<file path="config.mk">
export PLATFORM = sky130hd
export DESIGN_NAME = mgmt_interrupt_router
export DESIGN_NICKNAME = d
export VERILOG_FILES = /design/src/include/mgmt_irq_pkg.sv /design/src/hw/mgmt_interrupt_router.sv
export SDC_FILE = /design/constraint.sdc
export NUM_CORES = 1
export LEC_CHECK = 0
export BUFFER_PORTS_ARGS = -buffer_cell sky130_fd_sc_hd__clkbuf_2
export CAP_MARGIN = 10
export CORE_MARGIN = 1.5
export CORE_UTILIZATION = 45
export CTS_BUF_LIST = sky130_fd_sc_hd__clkbuf_16
export CTS_CLUSTER_SIZE = 20
export DETAILED_ROUTE_END_ITERATION = 12
export PLACE_DENSITY = 0.77
export SYNTH_ARGS = -nofsm -noshare
export SYNTH_HDL_FRONTEND = slang
export SYNTH_SLANG_ARGS = --single-unit
</file>
<file path="constraint.sdc">
create_clock -name clk_sys -period 2.2 [get_ports clk_sys]
set_clock_uncertainty 0.05 [all_clocks]
set_input_delay 0.11 -clock clk_sys [delete_from_list [all_inputs] [get_ports clk_sys]]
set_output_delay 0.11 -clock clk_sys [all_outputs]
set_load 0.05 [all_outputs]
</file>
<file path="src/include/mgmt_irq_pkg.sv">
`default_nettype none
package mgmt_irq_pkg;
  // configuration access
  localparam int IDX_W = 8;
  localparam int DATA_W = 8;
  localparam int DEV_NUM_W = 8;
  localparam logic [DEV_NUM_W-1:0] GPIO_DEVICE_NUMBER = 8'h05;
  localparam logic [IDX_W-1:0] IDX_SRC_ENABLE = 8'hf0;
  localparam logic [IDX_W-1:0] IDX_SRC_STATUS = 8'hf2;
  localparam logic [IDX_W-1:0] IDX_PIN_LOCATION = 8'hf5;
  localparam logic [IDX_W-1:0] IDX_OUT_STYLE = 8'hf7;
  localparam logic [DATA_W-1:0] RST_SRC_ENABLE = 8'h00;
  localparam logic [DATA_W-1:0] RST_SRC_STATUS = 8'h00;
  localparam logic [DATA_W-1:0] RST_PIN_LOCATION = 8'h00;
  localparam logic [DATA_W-1:0] RST_OUT_STYLE = 8'h00;
  // field layout
  localparam int NUM_SRC = 7;
  localparam int SRC_FLOPPY = 0;
  localparam int SRC_SERIAL_ONE = 1;
  localparam int SRC_SERIAL_TWO = 2;
  localparam int SRC_PARALLEL = 3;
  localparam int SRC_ENVIRONMENT = 4;
  localparam int SRC_INFRARED = 5;
  localparam int SRC_MUSIC = 6;
  localparam int LOC_W = 6;
  localparam int SET_W = 3;
  localparam int PIN_W = 3;
  localparam int PINS_PER_SET = 8;
  localparam int NUM_SETS = 6;
  localparam int NUM_GPIO = NUM_SETS * PINS_PER_SET;
  localparam logic [SET_W-1:0] SET_FIRST = 3'h1;
  localparam logic [SET_W-1:0] SET_LAST = 3'h6;
  localparam int STYLE_LEVEL_BIT = 0;
  // pulse style length in clocks
  localparam int PULSE_NS = 10;
  localparam int CLK_NS = 10;
  localparam int PULSE_CYC = (PULSE_NS + CLK_NS - 1) / CLK_NS;
  localparam int PCNT_W = 4;

  typedef struct packed {
    logic wr;
    logic rd;
    logic [DEV_NUM_W-1:0] logical_device_number;
    logic [IDX_W-1:0] idx;
    logic [DATA_W-1:0] wdata;
  } cfg_req_s;

  typedef enum logic [1:0] {
    OUT_IDLE = 2'b00,
    OUT_ACTIVE = 2'b01,
    OUT_WAIT = 2'b11
  } out_state_e;
endpackage
`default_nettype wire

</file>
<file path="src/hw/mgmt_interrupt_router.sv">
// Overview of operation
// [RQ1] floppy request counts only while enable bit 0 is set
// [RQ2] first serial request counts only while enable bit 1 is set
// [RQ3] second serial request counts only while enable bit 2 is set
// [RQ4] parallel request counts only while enable bit 3 is set
// [RQ5] environment request counts only while enable bit 4 is set
// [RQ6] infrared request counts only while enable bit 5 is set
// [RQ7] music port request counts only while enable bit 6 is set
// [RQ8] enable register at index f0h, resets 00h, bit 7 reserved
// [RQ9] status register at index f2h, resets 00h, shows raised sources
// [RQ10] status bits use the same positions as enables, bit 7 reserved
// [RQ11] pin location register at f5h, resets 00h, bits 5-0 code
// [RQ12] upper three bits pick set 1-5, lower three the pin
// [RQ13] codes 110 000-110 111 map to set 6; others reserved
// [RQ14] event is OR of each request ANDed with its enable
// [RQ15] writing 1 to a status bit clears it
// [RQ16] status bit clears itself once its source goes invalid
// [RQ17] output style selectable: one pulse per event or level
// [RQ18] drive output only on pin of a valid code, else none
`timescale 1ns/1ns
`default_nettype none
module mgmt_interrupt_router
  import mgmt_irq_pkg::*;
#(
  parameter int NSRC = NUM_SRC,
  parameter int PULSE_CYCLES = PULSE_CYC
) (
  input wire logic clk_sys,
  input wire logic srst,
  input wire cfg_req_s cfg_req,
  output logic [DATA_W-1:0] cfg_rdata,
  output logic cfg_rvalid,
  input wire logic floppy_irq,
  input wire logic serial_one_irq,
  input wire logic serial_two_irq,
  input wire logic parallel_irq,
  input wire logic environment_irq,
  input wire logic infrared_irq,
  input wire logic music_port_irq,
  output logic mgmt_interrupt_n,
  output logic [NUM_GPIO-1:0] gpio_out,
  output logic [NUM_GPIO-1:0] gpio_oe
);

  // location code to flat pin index, valid flag in top bit
  function automatic logic [LOC_W:0] decode_loc(input logic [LOC_W-1:0] c);
    logic [SET_W-1:0] s;
    s = c[LOC_W-1 -: SET_W];
    decode_loc = '0;
    if (s >= SET_FIRST && s <= SET_LAST) begin // RQ12 RQ13
      decode_loc[LOC_W] = 1'b1;
      decode_loc[LOC_W-1:0] = c - LOC_W'(PINS_PER_SET);
    end
  endfunction

  function automatic logic hit(input cfg_req_s r, input logic [IDX_W-1:0] i);
    hit = (r.logical_device_number == GPIO_DEVICE_NUMBER) && (r.idx == i);
  endfunction

  // source request inputs pass two flops
  logic [NSRC-1:0] src_raw;
  logic [NSRC-1:0] sync1;
  logic [NSRC-1:0] sync2;
  assign src_raw = {music_port_irq, infrared_irq, environment_irq,
                    parallel_irq, serial_two_irq, serial_one_irq, floppy_irq};
  always_ff @(posedge clk_sys) begin
    if (srst) begin
      sync1 <= '0;
      sync2 <= '0;
    end else begin
      sync1 <= src_raw;
      sync2 <= sync1;
    end
  end

  // configuration registers
  logic [NSRC-1:0] src_enable;
  logic [NSRC-1:0] src_status;
  logic [LOC_W-1:0] pin_location;
  logic level_style;
  logic [NSRC-1:0] next_src_enable;
  logic [NSRC-1:0] next_src_status;
  logic [LOC_W-1:0] next_pin_location;
  logic next_level_style;
  logic [NSRC-1:0] gated;
  logic [NSRC-1:0] w1c;

  always_comb begin
    next_src_enable = src_enable;
    next_pin_location = pin_location;
    next_level_style = level_style;
    w1c = '0;
    if (cfg_req.wr && hit(cfg_req, IDX_SRC_ENABLE)) begin
      next_src_enable = cfg_req.wdata[NSRC-1:0]; // RQ8
    end
    if (cfg_req.wr && hit(cfg_req, IDX_PIN_LOCATION)) begin
      next_pin_location = cfg_req.wdata[LOC_W-1:0]; // RQ11
    end
    if (cfg_req.wr && hit(cfg_req, IDX_OUT_STYLE)) begin
      next_level_style = cfg_req.wdata[STYLE_LEVEL_BIT]; // RQ17
    end
    if (cfg_req.wr && hit(cfg_req, IDX_SRC_STATUS)) begin
      w1c = cfg_req.wdata[NSRC-1:0];
    end
  end

  // per-source gating and sticky status; set wins over clear
  for (genvar g = 0; g < NSRC; g++) begin : g_src
    // RQ1 RQ2 RQ3 RQ4 RQ5 RQ6 RQ7
    assign gated[g] = sync2[g] & src_enable[g];
    always_comb begin
      if (gated[g]) begin
        next_src_status[g] = 1'b1; // RQ9 RQ10
      end else if (w1c[g] || !sync2[g]) begin
        next_src_status[g] = 1'b0; // RQ15 RQ16
      end else begin
        next_src_status[g] = src_status[g];
      end
    end
  end

  always_ff @(posedge clk_sys) begin
    if (srst) begin
      src_enable <= RST_SRC_ENABLE[NSRC-1:0];
      src_status <= RST_SRC_STATUS[NSRC-1:0];
      pin_location <= RST_PIN_LOCATION[LOC_W-1:0];
      level_style <= RST_OUT_STYLE[STYLE_LEVEL_BIT];
    end else begin
      src_enable <= next_src_enable;
      src_status <= next_src_status;
      pin_location <= next_pin_location;
      level_style <= next_level_style;
    end
  end

  // read data, one cycle after the strobe; reserved bits zero
  logic [DATA_W-1:0] next_cfg_rdata;
  always_comb begin
    next_cfg_rdata = '0;
    if (hit(cfg_req, IDX_SRC_ENABLE)) begin
      next_cfg_rdata[NSRC-1:0] = src_enable;
    end else if (hit(cfg_req, IDX_SRC_STATUS)) begin
      next_cfg_rdata[NSRC-1:0] = src_status; // RQ9
    end else if (hit(cfg_req, IDX_PIN_LOCATION)) begin
      next_cfg_rdata[LOC_W-1:0] = pin_location;
    end else if (hit(cfg_req, IDX_OUT_STYLE)) begin
      next_cfg_rdata[STYLE_LEVEL_BIT] = level_style;
    end
    if (!cfg_req.rd) begin
      next_cfg_rdata = '0;
    end
  end
  always_ff @(posedge clk_sys) begin
    if (srst) begin
      cfg_rdata <= '0;
      cfg_rvalid <= 1'b0;
    end else begin
      cfg_rdata <= next_cfg_rdata;
      cfg_rvalid <= cfg_req.rd;
    end
  end

  // event and output style machine
  logic event_now;
  logic event_prev;
  assign event_now = |gated; // RQ14
  out_state_e state;
  out_state_e next_state;
  logic [PCNT_W-1:0] pcnt;
  logic [PCNT_W-1:0] next_pcnt;
  logic next_irq_active;

  always_comb begin
    next_state = state;
    next_pcnt = pcnt;
    next_irq_active = 1'b0;
    case (state)
      OUT_IDLE: begin
        if (level_style) begin
          next_irq_active = event_now; // RQ17
        end else if (event_now && !event_prev) begin
          next_state = OUT_ACTIVE;
          next_pcnt = PCNT_W'(PULSE_CYCLES - 1);
          next_irq_active = 1'b1;
        end
      end
      OUT_ACTIVE: begin
        if (pcnt == '0) begin
          next_state = OUT_WAIT;
        end else begin
          next_pcnt = pcnt - 1'b1;
          next_irq_active = 1'b1;
        end
      end
      OUT_WAIT: begin
        next_state = OUT_IDLE;
      end
      default: begin
        next_state = OUT_IDLE;
      end
    endcase
  end

  always_ff @(posedge clk_sys) begin
    if (srst) begin
      state <= OUT_IDLE;
      pcnt <= '0;
      event_prev <= 1'b0;
    end else begin
      state <= next_state;
      pcnt <= next_pcnt;
      event_prev <= event_now;
    end
  end

  // pin steering
  logic [LOC_W:0] dec;
  logic [NUM_GPIO-1:0] next_gpio_oe;
  logic [NUM_GPIO-1:0] next_gpio_out;
  logic next_mgmt_n;
  assign dec = decode_loc(pin_location);
  always_comb begin
    next_gpio_oe = '0;
    next_gpio_out = '1;
    next_mgmt_n = !next_irq_active;
    if (dec[LOC_W]) begin
      next_gpio_oe[dec[LOC_W-1:0]] = 1'b1; // RQ18
      next_gpio_out[dec[LOC_W-1:0]] = next_mgmt_n;
    end
  end
  always_ff @(posedge clk_sys) begin
    if (srst) begin
      gpio_oe <= '0;
      gpio_out <= '1;
      mgmt_interrupt_n <= 1'b1;
    end else begin
      gpio_oe <= next_gpio_oe;
      gpio_out <= next_gpio_out;
      mgmt_interrupt_n <= next_mgmt_n;
    end
  end

  // checks; a disabled source must never reach the status
  enable_gate_a: assert property (@(posedge clk_sys) disable iff (srst) // RQ1
    !$past(src_enable[SRC_FLOPPY]) && !$past(src_status[SRC_FLOPPY])
    |-> !src_status[SRC_FLOPPY])
    else $error("floppy status set while disabled");
  status_set_a: assert property (@(posedge clk_sys) disable iff (srst) // RQ7
    (sync2[SRC_MUSIC] && src_enable[SRC_MUSIC]) |=> src_status[SRC_MUSIC])
    else $error("music status not set");
  auto_clear_a: assert property (@(posedge clk_sys) disable iff (srst) // RQ16
    !sync2[SRC_PARALLEL] |=> !src_status[SRC_PARALLEL])
    else $error("status kept after source dropped");
  w1c_clear_a: assert property (@(posedge clk_sys) disable iff (srst) // RQ15
    (w1c[SRC_FLOPPY] && !gated[SRC_FLOPPY]) |=> !src_status[SRC_FLOPPY])
    else $error("write one did not clear");
  level_out_a: assert property (@(posedge clk_sys) disable iff (srst) // RQ17
    (level_style && state == OUT_IDLE && event_now) |=> !mgmt_interrupt_n)
    else $error("level output missing");
  pulse_end_a: assert property (@(posedge clk_sys) disable iff (srst) // RQ17
    (!level_style && state == OUT_IDLE && event_now && !event_prev)
    |=> !mgmt_interrupt_n ##1 mgmt_interrupt_n)
    else $error("pulse width wrong");
  no_event_a: assert property (@(posedge clk_sys) disable iff (srst) // RQ14
    (src_enable == '0) [*2] |=> mgmt_interrupt_n)
    else $error("output without enabled source");
  reserved_pin_a: assert property (@(posedge clk_sys) // RQ18
    disable iff (srst)
    (pin_location[LOC_W-1 -: SET_W] == '0) |=> gpio_oe == '0)
    else $error("reserved code drives a pin");
  one_pin_a: assert property (@(posedge clk_sys) disable iff (srst) // RQ18
    $onehot0(gpio_oe))
    else $error("more than one pin driven");
  map_set6_a: assert property (@(posedge clk_sys) disable iff (srst) // RQ13
    (pin_location == 6'h37) |=> gpio_oe[NUM_GPIO-1])
    else $error("set 6 pin 7 not driven");
  map_set1_a: assert property (@(posedge clk_sys) disable iff (srst) // RQ12
    (pin_location == 6'h08) |=> gpio_oe[0])
    else $error("set 1 pin 0 not driven");
  // read path returns the register one cycle later
  read_status_a: assert property (@(posedge clk_sys) disable iff (srst) // RQ9
    (cfg_req.rd && hit(cfg_req, IDX_SRC_STATUS))
    |=> cfg_rdata[NSRC-1:0] == $past(src_status))
    else $error("status read back wrong");
  reserved_bit_a: assert property (@(posedge clk_sys) // RQ10
    disable iff (srst)
    cfg_rvalid |-> !cfg_rdata[DATA_W-1])
    else $error("reserved read bit set");

  // main scenarios reached
  cover_pulse: cover property (@(posedge clk_sys) state == OUT_ACTIVE);
  cover_level: cover property (@(posedge clk_sys)
    level_style && !mgmt_interrupt_n);
  cover_w1c: cover property (@(posedge clk_sys) |w1c && |src_status);
  cover_set6: cover property (@(posedge clk_sys)
    gpio_oe[NUM_GPIO-1] && !gpio_out[NUM_GPIO-1]);

endmodule // mgmt_interrupt_router
`default_nettype wire

</file>
==> flow_summary.ini <==
[logic_synthesis]
synth_edf_count = 0
synth-xor-area-share_pct = 0.8736
syn_inst = 468
yosys_warnings = 0
synth_common_cells = dfxtp_1 (147), nor2_1 (63), nand2_1 (36)
synth_top_family_by_area = simple AND/OR/NAND/NOR gates
ys_dominant_reg_cell = dfxtp_1
synth_adder_area_share_pct = 1.285
synth_top_cell_by_area = dfxtp_1
synth.net_count = 508
synth-seq-area-share_pct = 60.43
synth_compound_area_share_pct = 6.732
synth.area.mux_share_pct = 1.233
syn_area_per_cell_um2 = 10.41
yosysTopAreaCellShare_pct = 60.43
netlist_area_um2 = 4870
ys_top_cells_by_area = dfxtp_1 (60%), nor2_1 (4.9%), nand3_1 (3.5%)
ys_types = 61
synth_seq_cells = 147
ys_async_sr_fraction_pct = 0
synth-simple-area-share_pct = 26.36
synth.most_common_cell = dfxtp_1

[floorplanning]
die_area_um2 = 11450
start_util_pct = 46.75
rows = 37
core-area_um2 = 10420
die_h_um = 107.0
io_pins = 141
die_w_um = 107.0

[cts]
clk_latency_ns = 0.41
cts_buffer_depth = 2
cts_root_buf = clkbuf_16
cts_setup_buffers = 0
htreeDepth = 4
cts_tree = built
numCtsBuffers = 17
cts.sink_count = 147
clk_pin_slew_ns = 0.06

[cells_and_area]
regArea_um2 = 2943
syn_to_final_growth_pct = 32.07
diodes = 0
multi_input_area_um2 = 1813
drive_gt1_share_pct = 32.14
fillers = 818
nets = 668

[place]
pre_cts_ws_ns = 0.1697
hpwl_um = 8018
portBuffers = 138
gp_congestion = 0.8183

[route]
drc_errors = 0
ant_nets = 0
vias_per_cell = 5.148
routed_wl_um = 11610
drt_pass1_iterations = 5
vias = 4000
drtIter0Drc = 180
wire_per_inst_um = 14.94

[sta]
finalCriticalPeriod_ns = 2.030
setup_tns_ns = 0
setup_viol = 0
hold_viol = 0
worstMarginPinSlew_ns = 0.9593
slew_violations = 0
final.period_utilization_pct = 92.29
fmax_ghz = 0.4925
rsz0062_at_grt = no
setup_slack_ns = 0.1697
slew_headroom_pct = 36.04

[min_path]
hold_depth = 3
worstHoldStart = srst
hp-class = input port to flop
holdPathEnd = event_prev$_SDFF_PP0_

[critical_path]
reg2reg_to = gpio_out[25]$_SDFF_PP1_
critPathKind = flop to flop
end_kind = flop
cp_cell_sequence = a22oi_1, and3_1, o31ai_4, nand3_1
start_kind = flop
reg2reg_slack_ns = 0.17
r2r-start = src_enable[3]$_SDFFE_PP0P_
cp.arrival_ns = 2.23
slowest_delay_ns = 0.84
rr_worst_depth = 4
cp_max_fo = 25
critPathRequiredTime_ns = 2.40
cp_slowest_cell = o31ai_4

[global_routing]
grt-ovfl-total = 0
first_global_vias = 3799
grt_usage_pct = 20.76
grt_antenna_before_repair = 0
grt_pass1_wl_um = 18360
grt_max_degree = 26

[power]
power.density_nw_per_um2 = 855.9
p_sw_share_pct = 23.14
p_leak_nw = 2.503
peakVddDrop_mv = 0.4796
p_clk_share_pct = 49.0
sequentialPowerShare_pct = 48.7
power_switching_mw = 1.274
combPwrFrac_pct = 2.3
p_int_mw = 4.231

[flow_run]
drv_cap = 0

[status]
status = finished, final reports clean
[area by class of cell]
cell class              instances  area share (%)
well taps                     136           2.646
clock inverters                15           2.160
multi-input cells             293           28.19
clock buffers                  17           6.615
repair buffers                163           14.28
inverters                       6          0.3502
flip-flops and latches        147           45.76
[stage by stage]
step / util [%] / instance area [um2] / hold WS [ns] / power [mW] / std cells
4_1_cts: 61.43 / 6399 / 0.1440 / 5.533 / 777
2_1_floorplan: - / 4870 / 0.1882 / 2.791 / 468
3_3_place_gp: 54.47 / 5674 / 0.2688 / 2.838 / 729
6_report: 61.74 / 6431 / 0.1538 / 5.504 / 777
5_1_grt: 61.74 / 6431 / 0.1583 / 5.676 / 777
3_5_place_dp: 54.47 / 5674 / 0.2719 / 2.840 / 729
[routing by layer]
| layer | track usage (%) | routed length (um) | share of wire, % |
|---|---|---|---|
| met4 | 8.476 | 211 | 1.8 |
| met3 | 4.438 | 656 | 5.7 |
| met2 | 37.03 | 6019 | 52 |
| met5 | 0 | 0 | 0 |
| met1 | 23.98 | 4718 | 41 |
[what timing repair did]
action                                 4_1_cts  5_1_grt
setup endpoints to repair                    0       16
resized for setup                            0        6
endpoints found under the hold margin       22        0
hold buffers                                16        0
[power groups by stage]
stage | Combinational [mW] | Sequential [mW] | Clock [mW]
floorplan | 0.0518 | 2.74 | 0
global placement | 0.100 | 2.74 | 0
detailed placement | 0.103 | 2.74 | 0
CTS | 0.125 | 2.68 | 2.73
global route | 0.136 | 2.68 | 2.86
finish | 0.126 | 2.68 | 2.70
[sequential cells by signal (all words and copies together) (netlist names), 4 cells and up]
signal / count
cfg_rdata: 7
gpio_oe: 48
gpio_out: 48
pcnt: 4
pin_location: 6
src_enable: 7
src_status: 7
sync1: 7
sync2: 7
[cell usage in the layout, fill, tap and decap left out, types with 5 or more instances in the layout]
master,n
a21oi_1,15
clkbuf_16,17
nand2_1,35
clkinv_4,5
nor4b_1,13
dfxtp_1,147
inv_1,6
nand2b_1,7
dlygate4sd3_1,16
nand3_1,34
mux2i_1,6
nor3_1,13
clkbuf_2,138
buf_4,9
ha_1,5
nand4_1,5
nor2b_1,19
o21ai_0,14
nor2_1,63
[worst max-delay path, delay by kind of cell (launching register included)]
| kind | cells | cell delay (ns) |
|---|---|---|
| compound gates | 2 | 0.99 |
| simple gates | 2 | 0.41 |
| flops | 1 | 0.41 |
[kinds of logic (layout without fill, tap and decap cells)]
logic type,after synthesis,after routing
AO/OA/AOI/OAI,47,47
XOR/XNOR,4,4
adder cells (fa/ha/maj),5,5
buffers and inverters,28,201
flip-flops,147,147
multiplexers,6,6
other,1,1
AND/OR/NAND/NOR,230,230
[worst max-delay path by stage]
stage,depth (start not counted),end,from
after floorplan,7,gpio_out[40]$_SDFF_PP1_,pin_location[3]$_SDFFE_PP0P_
after global placement,6,gpio_oe[12]$_SDFF_PP0_,pin_location[4]$_SDFFE_PP0P_
after detailed placement,6,gpio_oe[12]$_SDFF_PP0_,pin_location[4]$_SDFFE_PP0P_
after CTS,6,gpio_oe[12]$_SDFF_PP0_,pin_location[4]$_SDFFE_PP0P_
after global routing,6,gpio_out[44]$_SDFF_PP1_,pin_location[4]$_SDFFE_PP0P_
final,4,gpio_out[25]$_SDFF_PP1_,src_enable[3]$_SDFFE_PP0P_
Note: power is estimated with default switching activity, not from simulation.
